## src/hw/icc_pkg.sv

```systemverilog
package icc_pkg;
    localparam int ICC_AW = 4;
    localparam int ICC_DW = 32;
    localparam int ICC_NEXT = 5;
    localparam int ICC_GPW = 3;
    // register offsets
    localparam logic [3:0] ICC_OFS_CTRL = 4'h0;
    localparam logic [3:0] ICC_OFS_STAT = 4'h4;
    localparam logic [3:0] ICC_OFS_MASK = 4'h8;
    localparam logic [3:0] ICC_OFS_RAW = 4'hc;
    // control field positions
    localparam int ICC_BIT_SHADOW = 16;
    localparam int ICC_BIT_MULTI_VECTOR_SEL = 12;
    localparam int ICC_BIT_TPC_LO = 8;
    localparam int ICC_BIT_POL_LO = 0;
    // writable bits of the control register
    localparam logic [31:0] ICC_CTRL_WMASK = 32'h0001_171f;
    localparam logic [31:0] ICC_CTRL_RESET = 32'h0000_0000;
    localparam logic [2:0] ICC_TPC_OFF = 3'h0;
    // cycles until all three sync stages hold real pin levels
    localparam logic [1:0] ICC_SYNC_SETTLE = 2'h3;
endpackage

```

## src/hw/icc_interrupt_control.sv

```systemverilog
// Overview of operation
// (RULE1) shadow bit set gives single-vector shadow set
// (RULE2) vector bit selects multi or single vector
// (RULE3) nonzero threshold n: priority <= n starts timer
// (RULE4) threshold zero disables proximity timer start
// (RULE5) per-input polarity bit: 1 rising, 0 falling
// (RULE6) unimplemented control bits read as zero
// (RULE7) synchronise inputs, pulse once per edge
//
// The plain strobed port and the register addresses were left to the implementer.
module icc_interrupt_control
    import icc_pkg::*;
#(
    parameter int NEXT = ICC_NEXT
) (
    input wire logic mclk_in,
    input wire logic nrst_in,
    input wire logic [ICC_AW-1:0] addr_in,
    input wire logic [ICC_DW-1:0] wdata_in,
    input wire logic wr_in,
    input wire logic rd_in,
    output logic [ICC_DW-1:0] rdata_out,
    input wire logic [NEXT-1:0] ext_irq_in,
    input wire logic [ICC_GPW-1:0] req_group_prio_in,
    input wire logic req_valid_in,
    output logic prox_timer_start_out,
    output logic multi_vector_sel_out,
    output logic single_vector_shadow_sel_out,
    output logic use_shadow_out,
    output logic [NEXT-1:0] ext_irq_req_out,
    output logic irq_out
);
    logic [31:0] ctrl_q;
    logic [NEXT-1:0] stat_q;
    logic [NEXT-1:0] mask_q;
    logic [NEXT-1:0] s1_q, s2_q, s3_q;
    logic [NEXT-1:0] lvl_q;
    logic [NEXT-1:0] req_q;
    logic [ICC_DW-1:0] rdata_q;
    logic prox_q;
    logic [1:0] settle_q;

    function automatic logic icc_hit(input logic [ICC_AW-1:0] ad, input logic [3:0] ofs);
        icc_hit = (ad == ofs);
    endfunction

    wire wr_ctrl = wr_in && icc_hit(addr_in, ICC_OFS_CTRL);
    wire wr_stat = wr_in && icc_hit(addr_in, ICC_OFS_STAT);
    wire wr_mask = wr_in && icc_hit(addr_in, ICC_OFS_MASK);
    wire [2:0] threshold = ctrl_q[ICC_BIT_TPC_LO +: 3];
    wire [NEXT-1:0] pol = ctrl_q[ICC_BIT_POL_LO +: NEXT];

    // no edges until the chain is full, so a pin idling high after
    // reset does not look like a rising edge
    wire settled = (settle_q == ICC_SYNC_SETTLE);
    wire [1:0] settle_d = settled ? settle_q : settle_q + 2'h1;

    // (RULE7) a change counts once stage two and three agree
    wire [NEXT-1:0] agree = ~(s2_q ^ s3_q);
    // while settling the level tracks what stage three is about to take
    wire [NEXT-1:0] lvl_d = settled ? ((agree & s3_q) | (~agree & lvl_q)) : s2_q;
    wire [NEXT-1:0] edge_hit;

    genvar gi;
    generate
        for (gi = 0; gi < NEXT; gi = gi + 1) begin : g_ext
            wire rise = agree[gi] && s3_q[gi] && !lvl_q[gi];
            wire fall = agree[gi] && !s3_q[gi] && lvl_q[gi];
            // (RULE5) polarity chooses the edge
            assign edge_hit[gi] = settled && ((pol[gi] && rise) || (!pol[gi] && fall));
        end
    endgenerate

    // (RULE3) (RULE4) threshold gate, zero disables
    wire prox_d = req_valid_in && (threshold != ICC_TPC_OFF)
                  && (req_group_prio_in <= threshold);

    // (RULE6) unmapped control bits stay zero via mask
    logic [ICC_DW-1:0] rmux;
    always_comb begin
        case (addr_in)
            ICC_OFS_CTRL: rmux = ctrl_q & ICC_CTRL_WMASK;
            ICC_OFS_STAT: rmux = {{(ICC_DW-NEXT){1'b0}}, stat_q};
            ICC_OFS_MASK: rmux = {{(ICC_DW-NEXT){1'b0}}, mask_q};
            ICC_OFS_RAW: rmux = {{(ICC_DW-NEXT){1'b0}}, s3_q};
            default: rmux = '0;
        endcase
    end

    always_ff @(posedge mclk_in) begin
        if (!nrst_in) begin
            ctrl_q <= ICC_CTRL_RESET;
            mask_q <= '0;
            stat_q <= '0;
            s1_q <= '0;
            s2_q <= '0;
            s3_q <= '0;
            lvl_q <= '0;
            settle_q <= '0;
            req_q <= '0;
            prox_q <= 1'b0;
            rdata_q <= '0;
        end else begin
            if (wr_ctrl) begin
                ctrl_q <= wdata_in & ICC_CTRL_WMASK;
            end
            if (wr_mask) begin
                mask_q <= wdata_in[NEXT-1:0];
            end
            // set wins over write-one-to-clear
            stat_q <= (stat_q & ~(wr_stat ? wdata_in[NEXT-1:0] : '0)) | edge_hit;
            s1_q <= ext_irq_in;
            s2_q <= s1_q;
            s3_q <= s2_q;
            lvl_q <= lvl_d;
            settle_q <= settle_d;
            req_q <= edge_hit;
            prox_q <= prox_d;
            rdata_q <= rd_in ? rmux : '0;
        end
    end

    assign rdata_out = rdata_q;
    assign ext_irq_req_out = req_q;
    assign prox_timer_start_out = prox_q;
    // (RULE2) vector mode out
    assign multi_vector_sel_out = ctrl_q[ICC_BIT_MULTI_VECTOR_SEL];
    // (RULE1) shadow select follows the bit; use_shadow_out only in single-vector mode
    assign single_vector_shadow_sel_out = ctrl_q[ICC_BIT_SHADOW];
    assign use_shadow_out = ctrl_q[ICC_BIT_SHADOW] && !ctrl_q[ICC_BIT_MULTI_VECTOR_SEL];
    assign irq_out = |(stat_q & mask_q);

    property p_shadow; // (RULE1)
        @(posedge mclk_in) disable iff (!nrst_in)
        wr_ctrl |=> (single_vector_shadow_sel_out == $past(wdata_in[ICC_BIT_SHADOW]))
            && (use_shadow_out == ($past(wdata_in[ICC_BIT_SHADOW])
            && !$past(wdata_in[ICC_BIT_MULTI_VECTOR_SEL])));
    endproperty
    a_shadow: assert property (p_shadow) else $error("shadow select wrong");

    property p_multi_vector_sel; // (RULE2)
        @(posedge mclk_in) disable iff (!nrst_in)
        wr_ctrl |=> multi_vector_sel_out == $past(wdata_in[ICC_BIT_MULTI_VECTOR_SEL]);
    endproperty
    a_multi_vector_sel: assert property (p_multi_vector_sel) else $error("vector mode not written");

    property p_prox; // (RULE3)
        @(posedge mclk_in) disable iff (!nrst_in)
        (req_valid_in && threshold != 3'h0 && req_group_prio_in <= threshold)
            |=> prox_timer_start_out;
    endproperty
    a_prox: assert property (p_prox) else $error("proximity start missed");

    property p_prox_off; // (RULE4)
        @(posedge mclk_in) disable iff (!nrst_in)
        (threshold == 3'h0 || !req_valid_in) |=> !prox_timer_start_out;
    endproperty
    a_prox_off: assert property (p_prox_off) else $error("proximity start while off");

    property p_edge; // (RULE5)
        @(posedge mclk_in) disable iff (!nrst_in)
        (settled && pol[0] && s2_q[0] && s3_q[0] && !lvl_q[0]) |=> ext_irq_req_out[0];
    endproperty
    a_edge: assert property (p_edge) else $error("rising edge missed");

    property p_rsvd; // (RULE6)
        @(posedge mclk_in) disable iff (!nrst_in)
        (rd_in && addr_in == ICC_OFS_CTRL) |=> (rdata_out & ~ICC_CTRL_WMASK) == 32'h0;
    endproperty
    a_rsvd: assert property (p_rsvd) else $error("reserved bits nonzero");

    property p_pulse; // (RULE7)
        @(posedge mclk_in) disable iff (!nrst_in)
        ext_irq_req_out[0] |=> !ext_irq_req_out[0];
    endproperty
    a_pulse: assert property (p_pulse) else $error("request longer than one cycle");

    property p_sticky;
        @(posedge mclk_in) disable iff (!nrst_in)
        ext_irq_req_out[0] |-> stat_q[0];
    endproperty
    a_sticky: assert property (p_sticky) else $error("status not set");

    property p_edge_fall; // (RULE5)
        @(posedge mclk_in) disable iff (!nrst_in)
        (settled && !pol[0] && !s2_q[0] && !s3_q[0] && lvl_q[0]) |=> ext_irq_req_out[0];
    endproperty
    a_edge_fall: assert property (p_edge_fall) else $error("falling edge missed");

    property p_edge_wrong; // (RULE5)
        @(posedge mclk_in) disable iff (!nrst_in)
        (pol[0] && lvl_q[0] && !s3_q[0]) |=> !ext_irq_req_out[0];
    endproperty
    a_edge_wrong: assert property (p_edge_wrong) else $error("request on wrong edge");

    property p_prox_upper; // (RULE3)
        @(posedge mclk_in) disable iff (!nrst_in)
        (req_valid_in && req_group_prio_in > threshold) |=> !prox_timer_start_out;
    endproperty
    a_prox_upper: assert property (p_prox_upper) else $error("start above threshold");

    property p_w1c;
        @(posedge mclk_in) disable iff (!nrst_in)
        (wr_stat && wdata_in[0] && !edge_hit[0]) |=> !stat_q[0];
    endproperty
    a_w1c: assert property (p_w1c) else $error("status not cleared");

    property p_set_wins;
        @(posedge mclk_in) disable iff (!nrst_in)
        edge_hit[0] |=> stat_q[0];
    endproperty
    a_set_wins: assert property (p_set_wins) else $error("status set lost");

    property p_irq_masked;
        @(posedge mclk_in) disable iff (!nrst_in)
        (wr_mask && wdata_in[NEXT-1:0] == '0) |=> !irq_out;
    endproperty
    a_irq_masked: assert property (p_irq_masked) else $error("interrupt while all masked");

    property p_rd_idle;
        @(posedge mclk_in) disable iff (!nrst_in)
        !rd_in |=> rdata_out == '0;
    endproperty
    a_rd_idle: assert property (p_rd_idle) else $error("read data outside read cycle");

    property p_raw; // (RULE7)
        @(posedge mclk_in) disable iff (!nrst_in)
        (rd_in && addr_in == ICC_OFS_RAW)
            |=> rdata_out == {{(ICC_DW-NEXT){1'b0}}, $past(s3_q)};
    endproperty
    a_raw: assert property (p_raw) else $error("raw pin levels wrong");
endmodule

```

## config.mk

```make
export PLATFORM = sky130hd
export DESIGN_NAME = icc_interrupt_control
export DESIGN_NICKNAME = d
export VERILOG_FILES = /design/src/hw/icc_pkg.sv /design/src/hw/icc_interrupt_control.sv
export SDC_FILE = /design/constraint.sdc
export NUM_CORES = 1
export LEC_CHECK = 0
export ABC_AREA = 1
export BUFFER_PORTS_ARGS = -buffer_cell sky130_fd_sc_hd__buf_2
export CELL_PAD_IN_SITES_DETAIL_PLACEMENT = 2
export CELL_PAD_IN_SITES_GLOBAL_PLACEMENT = 2
export CORE_AREA = 2 2 105 97
export DETAILED_ROUTE_END_ITERATION = 8
export DIE_AREA = 0 0 107 99
export PLACE_DENSITY = 0.86
export SYNTH_ARGS = -nofsm -noshare
export SYNTH_HDL_FRONTEND = slang
export SYNTH_SLANG_ARGS = --single-unit
```

## constraint.sdc

```tcl
create_clock -name mclk_in -period 3.15 [get_ports mclk_in]
set_clock_uncertainty 0.05 [all_clocks]
set_input_delay 0.1575 -clock mclk_in [delete_from_list [all_inputs] [get_ports mclk_in]]
set_output_delay 0.1575 -clock mclk_in [all_outputs]
set_load 0.005 [all_outputs]
```

==> results.json, run 1 <==
{
  "die_x_um": 107,
  "synth_compound_area_share_pct": 8.00,
  "overflow": 0,
  "ys_types": 28,
  "port_buffers": 46,
  "rsz0062_at_grt": "false",
  "place_congestion": 0.726,
  "fill_cells": 1128,
  "diodes": 0,
  "synthTopCellsByCount": "nand2_1, dfxtp_1, inv_1, nand3_1, buf_4",
  "drcViolationCount": 0,
  "cp-end-kind": "flip-flop",
  "routed_wl_um": 7270,
  "hold_violations": 0,
  "synth.top_cell.area_share_pct": 43.1,
  "post-route-period-util_pct": 62.2,
  "dpl-instance-area_sq_um": 2930,
  "powerDensity_nw_per_um2": 500,
  "worstMarginPinSlew_ns": 0.751,
  "syn2layout_area_growth_pct": 19.7,
  "max_freq_mhz": 510,
  "rows": 34,
  "muxShareOfSynthArea_pct": 0,
  "numCtsBuffers": 9,
  "whs_ns": 0.0146,
  "layout-drive-gt1-share_pct": 17.2,
  "clockBufferDepth": 2,
  "cp.required_ns": 3.36,
  "cts_num_sinks": 58,
  "ant_nets": 0,
  "ys_seq_area_share_pct": 43.1,
  "async_flop_share_pct": 0,
  "synth_seq_cells": 58,
  "hold_path_class": "in2reg",
  "synthCells": 351,
  "cp-startpoint": "addr_in[1]",
  "netlist_area_sq_um": 2690,
  "die_h_um": 99,
  "yosysMostFrequentCell": "nand2_1",
  "cts_max_level": 3,
  "vias": 2388,
  "r2r_start": "settle_q[0]",
  "cts_tree": "built",
  "synth_enable_flop_cells": 0,
  "min_period_ns": 1.96,
  "nets": 471,
  "cts_root_buf": "clkbuf_8",
  "cp_max_fo": 18,
  "final_area_sq_um": 3220,
  "syn_area_per_cell_sq_um": 7.67,
  "slew_viol_final": 0,
  "drv_cap": 0,
  "clk_pin_slew_ns": 0.07,
  "dr.pass1.iters": 4,
  "synth_top_cell_by_area": "dfxtp_1",
  "peakVddDrop_mv": 0.148,
  "yosys.area_share.xor_xnor_pct": 0.325,
  "fp.dieArea_sq_um": 10600,
  "holdCritStartpoint": "wdata_in[10]",
  "start_util_pct": 28.4,
  "fin_setup_tns_ns": 0,
  "setup_viol": 0,
  "relSlewSlack_pct": 49.7,
  "drt_iter0_markers": 48,
  "grt_pass1_wl_um": 12300,
  "post_drt_wl_per_cell_um": 13.5,
  "power_mw": 1.61,
  "ios": 91,
  "crit_arrival_ns": 2.17,
  "synth_area_leaders": "dfxtp_1, nand2_1, inv_1, ha_1, buf_4",
  "dp_hpwl_um": 5330,
  "yosys.area_share.simple_pct": 25.3,
  "synthAdderAreaFrac_pct": 6.51,
  "core_sq_um": 9490,
  "grt_pass1_vias": 2589,
  "grt_max_degree": 26,
  "clock_latency_ns": 0.34,
  "crit_path_start_kind": "input pin",
  "grt_usage_pct": 15.0,
  "p_leak_nw": 1.71,
  "status": "complete, no violations",
  "fin_util_pct": 33.9,
  "antenna_found_initial": 0,
  "vias_per_cell": 4.43,
  "post_cts_buffers": 0,
  "critical_path_class": "in2reg",
  "synth_top_family_by_area": "simple AND/OR/NAND/NOR gates",
  "yosysWarnings": 0,
  "ys.flop_type": "dfxtp_1"
}
[per-stage QoR]
step | cells | setup slack, ns
after floorplan | 372 | 1.98
after global placement | 513 | 1.53
after detailed placement | 513 | 1.41
after CTS | 539 | 1.21
after global routing | 539 | 1.05
final | 539 | 1.19
[worst max-delay path, stage by stage]
cell and delay (ns):
dlygate4sd3_1 0.54, buf_2 0.14, nor2_2 0.44, buf_4 0.35, nand2_4 0.12, nor2_8 0.19
nand2_1 0.08, a21oi_1 0.15
[final timing paths]
check | endpoint | slack [ns] | depth (start not counted)
worst max register to register | stat_q[1] | 1.60 | 5
worst min register to register | s2_q[2] | 0.36 | 2
worst max-delay path | ctrl_q[3] | 1.19 | 8
worst min-delay path | ctrl_q[10] | 0.01 | 3
[cell type report]
| cell class | instances | area [sq um] | share of cell area (%) |
|---|---|---|---|
| Multi-Input combinational cell | 227 | 1160 | 36.1 |
| Sequential cell | 58 | 1160 | 36.1 |
| Timing Repair Buffer | 57 | 338 | 10.5 |
| Inverter | 55 | 206 | 6.41 |
| Tap cell | 126 | 158 | 4.90 |
| Clock buffer | 11 | 141 | 4.39 |
| Clock inverter | 5 | 53.8 | 1.67 |
[flip-flops by register name, summed over array words and instances (netlist names), named ones only]
register,flops
ctrl_q,10
ext_irq_req_out,5
mask_q,5
prox_timer_start_out,1
rdata_out,10
s1_q,5
s2_q,5
s3_q,5
settle_q,2
stat_q,5
[metal layers]
metal / part of all wire [%] / track usage (%) / vias up
met3: 4.6 / 4.50 / 9
li1: - / - / 1163
met4: 1.3 / 5.00 / 0
met1: 44 / 16.9 / 1159
met2: 50 / 26.8 / 57
met5: 0 / 0 / -
[cells by family (layout without fill, tap and decap cells)]
family	Yosys count	after routing
AOI/OAI and AO/OA	38	38
xor gates and xnor gates	1	1
adders and majority gates	14	14
buffers and inverters	87	128
DFF	58	58
other	1	22
and+or+nand+nor	152	152
[cell usage in the layout (no fill, tap or decap), types with 2 or more instances in the layout]
cell | Yosys | routed
nor2_4 | 2 | 2
inv_1 | 54 | 54
clkinv_2 | 0 | 3
nor3_1 | 4 | 4
dfxtp_1 | 58 | 58
clkbuf_8 | 0 | 10
buf_2 | 5 | 46
nand2_1 | 85 | 85
ha_1 | 14 | 14
conb_1 | 1 | 22
o211ai_1 | 3 | 3
nand3_1 | 30 | 30
nor2_2 | 2 | 2
a22oi_1 | 2 | 2
o21ai_0 | 10 | 10
a21oi_1 | 18 | 18
a21o_1 | 5 | 5
nor2_1 | 19 | 19
dlygate4sd3_1 | 0 | 10
nand4_1 | 5 | 5
[power by group]
group	leakage (nW)	total, mW	internal (mW)	switching (mW)
sequential	0.471	0.780	0.761	0.0189
combinational	1.14	0.147	0.0550	0.0917
clock	0.103	0.685	0.384	0.301
[repair_timing]
item / in CTS / in global routing
hold buffers: 10 / 0
resized for setup: 0 / 0
endpoints found under the hold margin: 9 / 0
Power figures use the tool's default switching activity.
==> run 2, diff against run 1 <==
--- a/config.mk
+++ b/config.mk
@@ -9,10 +9,10 @@
 export BUFFER_PORTS_ARGS = -buffer_cell sky130_fd_sc_hd__buf_2
 export CELL_PAD_IN_SITES_DETAIL_PLACEMENT = 2
 export CELL_PAD_IN_SITES_GLOBAL_PLACEMENT = 2
-export CORE_AREA = 2 2 105 97
+export CORE_AREA = 2 2 109 100
 export DETAILED_ROUTE_END_ITERATION = 8
-export DIE_AREA = 0 0 107 99
-export PLACE_DENSITY = 0.86
+export DIE_AREA = 0 0 111 102
+export PLACE_DENSITY = 0.81
 export SYNTH_ARGS = -nofsm -noshare
 export SYNTH_HDL_FRONTEND = slang
 export SYNTH_SLANG_ARGS = --single-unit
==> constraint.sdc (replaced) <==
create_clock -name mclk_in -period 1.9 [get_ports mclk_in]
set_clock_uncertainty 0.05 [all_clocks]
set_input_delay 0.095 -clock mclk_in [delete_from_list [all_inputs] [get_ports mclk_in]]
set_output_delay 0.095 -clock mclk_in [all_outputs]
set_load 0.005 [all_outputs]
==> run 2 against run 1 <==
Flip-flop and latch count did not move. Cell count rose by 2.4%. Wire length is 3.5% higher. Sequential power grew 67%. Critical path depth is 2 lower. Clock power increased by 110%. Global-route usage down 0.80 points. Die area up 6.9%. Combinational power up 78%. First-iteration DRC count decreased by 4.2%. Total power is 88% higher. Sequential share of layout area shrank 1.8 points. Critical path type unchanged. Largest power group is now the clock network.
==> results.json, run 2 (synthesis gave the netlist of run 1 again) <==
{
  "status": "complete, no violations",
  "fin_util_pct": 33.5,
  "grt_pass1_wl_um": 12400,
  "post_cts_buffers": 0,
  "port_buffers": 46,
  "whs_ns": 0.0219,
  "ant_nets": 0,
  "dp_slack_ns": 0.372,
  "layout_common_cells": "nand2_1, dfxtp_1, inv_1",
  "fp.dieArea_sq_um": 11300,
  "rr_worst_depth": 5,
  "drv_cap": 0,
  "hold_violations": 0,
  "layout_commonest_cell": "nand2_1",
  "p_comb_share_pct": 8.7,
  "cp.required_ns": 2.04,
  "r2r_start": "settle_q[0]",
  "cts_max_level": 3,
  "worstMarginPinSlew_ns": 0.580,
  "pwr-share-clk_pct": 48.5,
  "seq_power_share_pct": 42.9,
  "peakVddDrop_mv": 0.364,
  "cp-startpoint": "addr_in[0]",
  "r2r-end": "stat_q[0]",
  "cp_max_fo": 11,
  "dr.pass1.iters": 4,
  "antenna_found_initial": 0,
  "core_sq_um": 10100,
  "busiest_layer": "met2",
  "hold_path_class": "in2reg",
  "rows": 35,
  "power_mw": 3.02,
  "dp_hpwl_um": 5680,
  "p_leak_nw": 1.79,
  "fin_cells": 552,
  "slew_viol_final": 0,
  "cts.repair.resized": 0,
  "clk_pin_slew_ns": 0.05,
  "layout-drive-gt1-share_pct": 18.2,
  "post-route-period-util_pct": 88.5,
  "cp-endpoint": "ctrl_q[8]",
  "min_period_ns": 1.68,
  "fin_setup_tns_ns": 0,
  "grt_pass1_vias": 2540,
  "grt_use_met3_pct": 3.91,
  "drt_iter0_markers": 46,
  "grt_max_degree": 17,
  "slowest_stage": "dlygate4sd3_1",
  "vias": 2392,
  "cts_root_buf": "clkbuf_16",
  "relSlewSlack_pct": 61.3,
  "setup_viol": 0,
  "rsz0062_at_grt": "false",
  "ctsHoldBuffers": 15,
  "dp_cells": 521,
  "numCtsBuffers": 9,
  "crit_path_start_kind": "input pin",
  "final_area_sq_um": 3390,
  "die_x_um": 111,
  "ios": 91,
  "p_sw_uw": 750,
  "crit_chain": "dlygate4sd3_1 > buf_2 > nor2_2 > nand3_2 > nand2_1 > a21oi_1",
  "clock_latency_ns": 0.33,
  "vias_per_cell": 4.33,
  "fin_ws_ns": 0.219,
  "sw_frac_of_total_pct": 24.8,
  "drcViolationCount": 0,
  "nets": 481,
  "routed_wl_um": 7530,
  "r2r_slack_ns": 0.41,
  "critical_path_class": "in2reg",
  "die_h_um": 102,
  "start_util_pct": 26.6,
  "p_int_mw": 2.27,
  "max_freq_mhz": 595,
  "cts_num_sinks": 58,
  "use_met2_pct": 26.3,
  "diodes": 0,
  "powerDensity_nw_per_um2": 892,
  "crit_arrival_ns": 1.82,
  "dpl-instance-area_sq_um": 2970,
  "crit_path_max_incr_delay_ns": 0.53,
  "overflow": 0,
  "grt_use_met1_pct": 15.5,
  "syn2layout_area_growth_pct": 25.9,
  "grt_usage_pct": 14.2,
  "place_congestion": 0.813,
  "cp-end-kind": "flip-flop",
  "post_drt_wl_per_cell_um": 13.6,
  "cts_tree": "built",
  "clockBufferDepth": 2
}
[run 2: worst min-delay path by stage]
stage	start	end	cells after the start
2_1_floorplan	addr_in[1]	rdata_out[12]	1
3_3_place_gp	ext_irq_in[1]	s1_q[1]	3
3_5_place_dp	ext_irq_in[2]	s1_q[2]	3
4_1_cts	wdata_in[0]	ctrl_q[0]	3
5_1_grt	wdata_in[0]	ctrl_q[0]	3
6_report	wdata_in[0]	ctrl_q[0]	3
[run 2: routing by layer]
layer,vias to the layer above,wire length (um)
li1,1185,-
met1,1146,3350
met2,50,3740
met3,11,322
met4,0,122
met5,-,0
[run 2: critical path, delay by kind of cell]
kind,cells,cell delay (ns)
AND/OR/NAND/NOR,3,0.98
buffers and inverters,2,0.67
AO/OA/AOI/OAI,1,0.08
[run 2: power by group through the flow]
stage                     Clock [mW]  Sequential [mW]  Combinational (mW)
after floorplan                    0             1.31               0.190
after global placement             0             1.32               0.224
after detailed placement           0             1.32               0.243
after CTS                       1.52             1.30               0.267
after global routing            1.56             1.30               0.298
final                           1.46             1.30               0.262
[run 2: final cells by class]
class	instances	area, sq um
inverters	55	206
repair buffers	67	425
fillers	1178	6730
well taps	129	161
clock inverters	6	32.5
multi-input cells	227	1160
flip-flops and latches	58	1160
clock buffers	10	239
==> run 3, diff against run 2 <==
--- a/config.mk
+++ b/config.mk
@@ -12,7 +12,7 @@
 export CORE_AREA = 2 2 109 100
 export DETAILED_ROUTE_END_ITERATION = 8
 export DIE_AREA = 0 0 111 102
-export PLACE_DENSITY = 0.81
+export PLACE_DENSITY_LB_ADDON = 0.1
 export SYNTH_ARGS = -nofsm -noshare
 export SYNTH_HDL_FRONTEND = slang
 export SYNTH_SLANG_ARGS = --single-unit
==> constraint.sdc (replaced) <==
create_clock -name mclk_in -period 1.6 [get_ports mclk_in]
set_clock_uncertainty 0.05 [all_clocks]
set_input_delay 0.08 -clock mclk_in [delete_from_list [all_inputs] [get_ports mclk_in]]
set_output_delay 0.08 -clock mclk_in [all_outputs]
set_load 0.005 [all_outputs]
==> run 3 against run 2 <==
Sequential share of layout area down 0.42 points. Hold slack better by 0.047 ns. Worst setup slack worse by 0.074 ns.
==> results.json, run 3 (synthesis gave the netlist of run 1 again) <==
{
  "crit_path_start_kind": "input pin",
  "holdCritStartpoint": "nrst_in",
  "cp-end-kind": "flip-flop",
  "cp-startpoint": "addr_in[0]",
  "max_freq_mhz": 687,
  "power_mw": 3.55,
  "cts_max_level": 3,
  "status": "complete, no violations",
  "cts_num_sinks": 58,
  "final_area_sq_um": 3430,
  "grt_pass1_wl_um": 12700,
  "rows": 35,
  "crit_arrival_ns": 1.65,
  "worstMarginPinSlew_ns": 0.619,
  "p_leak_nw": 1.81,
  "hold_violations": 0,
  "drv_cap": 0,
  "layout-drive-gt1-share_pct": 17.5,
  "ios": 91,
  "start_util_pct": 26.6,
  "post_drt_wl_per_cell_um": 13.4,
  "dr.pass1.iters": 4,
  "grt_usage_pct": 14.4,
  "fp.dieArea_sq_um": 11300,
  "powerDensity_nw_per_um2": 1030,
  "cts_root_buf": "clkbuf_16",
  "cts_tree": "built",
  "r2r_start": "ctrl_q[12]",
  "diodes": 0,
  "vias": 2399,
  "die_x_um": 111,
  "layout_common_cells": "nand2_1, dfxtp_1, inv_1",
  "antenna_found_initial": 0,
  "grt_pass1_vias": 2556,
  "dp_hpwl_um": 5720,
  "dpl-instance-area_sq_um": 3000,
  "clk_pin_slew_ns": 0.05,
  "numCtsBuffers": 9,
  "critical_path_class": "in2reg",
  "nets": 488,
  "post-route-period-util_pct": 91.0,
  "syn2layout_area_growth_pct": 27.5,
  "slew_viol_final": 0,
  "cp_max_fo": 10,
  "min_period_ns": 1.46,
  "fin_setup_tns_ns": 0,
  "clockBufferDepth": 2,
  "overflow": 0,
  "peakVddDrop_mv": 0.625,
  "relSlewSlack_pct": 58.7,
  "drcViolationCount": 0,
  "drt_iter0_markers": 42,
  "grt_max_degree": 17,
  "hold_path_class": "in2reg",
  "place_congestion": 0.717,
  "clock_latency_ns": 0.32,
  "core_sq_um": 10100,
  "setup_viol": 0,
  "whs_ns": 0.0692,
  "cp.required_ns": 1.80,
  "cts.repair.resized": 0,
  "layout_commonest_cell": "nand2_1",
  "port_buffers": 46,
  "vias_per_cell": 4.31,
  "ant_nets": 0,
  "rsz0062_at_grt": "false",
  "routed_wl_um": 7480,
  "die_h_um": 102
}
==> run 3: cell types whose count changed in the layout (fill, tap and decap cells not counted), sizes merged <==
| cell | before | now |
|---|---|---|
| clkinv | 5 | 0 |
| buf | 52 | 56 |
| clkbuf | 10 | 14 |
| dlygate4sd3 | 15 | 18 |
| clkinvlp | 1 | 0 |
==> run 3: worst paths after layout <==
check	slack [ns]	cells after the start	to
setup / recovery	0.14	7	ctrl_q[3]
setup reg to reg	0.31	3	rdata_out[12]
hold reg to reg	0.36	2	s2_q[4]
hold / removal	0.07	3	s2_q[2]
==> run 3: critical path: stages <==
cell and delay [ns]:
dlygate4sd3_1 0.53, buf_2 0.13, nor2_2 0.34, nand2_4 0.15, nor2_8 0.20, nand2_1 0.09
a21oi_1 0.13
==> run 3: cell type report <==
type / instances / area, sq um
Sequential cell: 58 / 1160
Multi-Input combinational cell: 227 / 1160
Timing Repair Buffer: 74 / 485
Fill cell: 1206 / 6690
Tap cell: 129 / 161
Inverter: 55 / 206
Clock buffer: 14 / 254
==> run 3: repair_timing <==
| action | CTS | global route |
|---|---|---|
| buffers inserted | 0 | 0 |
| hold buffers | 18 | 0 |
| hold endpoints to repair | 18 | 0 |
==> run 3: metal layers <==
| layer | global-route usage (%) | up-vias | part of all wire (%) |
|---|---|---|---|
| met1 | 17.8 | 1142 | 48 |
| met3 | 3.91 | 10 | 4.5 |
| met5 | 0 | - | 0 |
| met2 | 24.7 | 51 | 46 |
| li1 | - | 1196 | - |
| met4 | 4.42 | 0 | 1.3 |
==> run 3: power breakdown <==
group          switching (mW)  internal (mW)  leakage, nW
registers              0.0371           1.50        0.471
clock network           0.617           1.07        0.123
logic                   0.184          0.137         1.22
total                   0.837           2.71         1.81
==> run 3: per-stage QoR <==
step | cells | util, % | worst slack (ns)
5_1_grt | 557 | 33.9 | 0.00168
2_1_floorplan | 372 | - | 0.428
6_report | 557 | 33.9 | 0.144
3_3_place_gp | 525 | 29.6 | 0.322
4_1_cts | 557 | 33.9 | 0.140
3_5_place_dp | 525 | 29.6 | 0.324
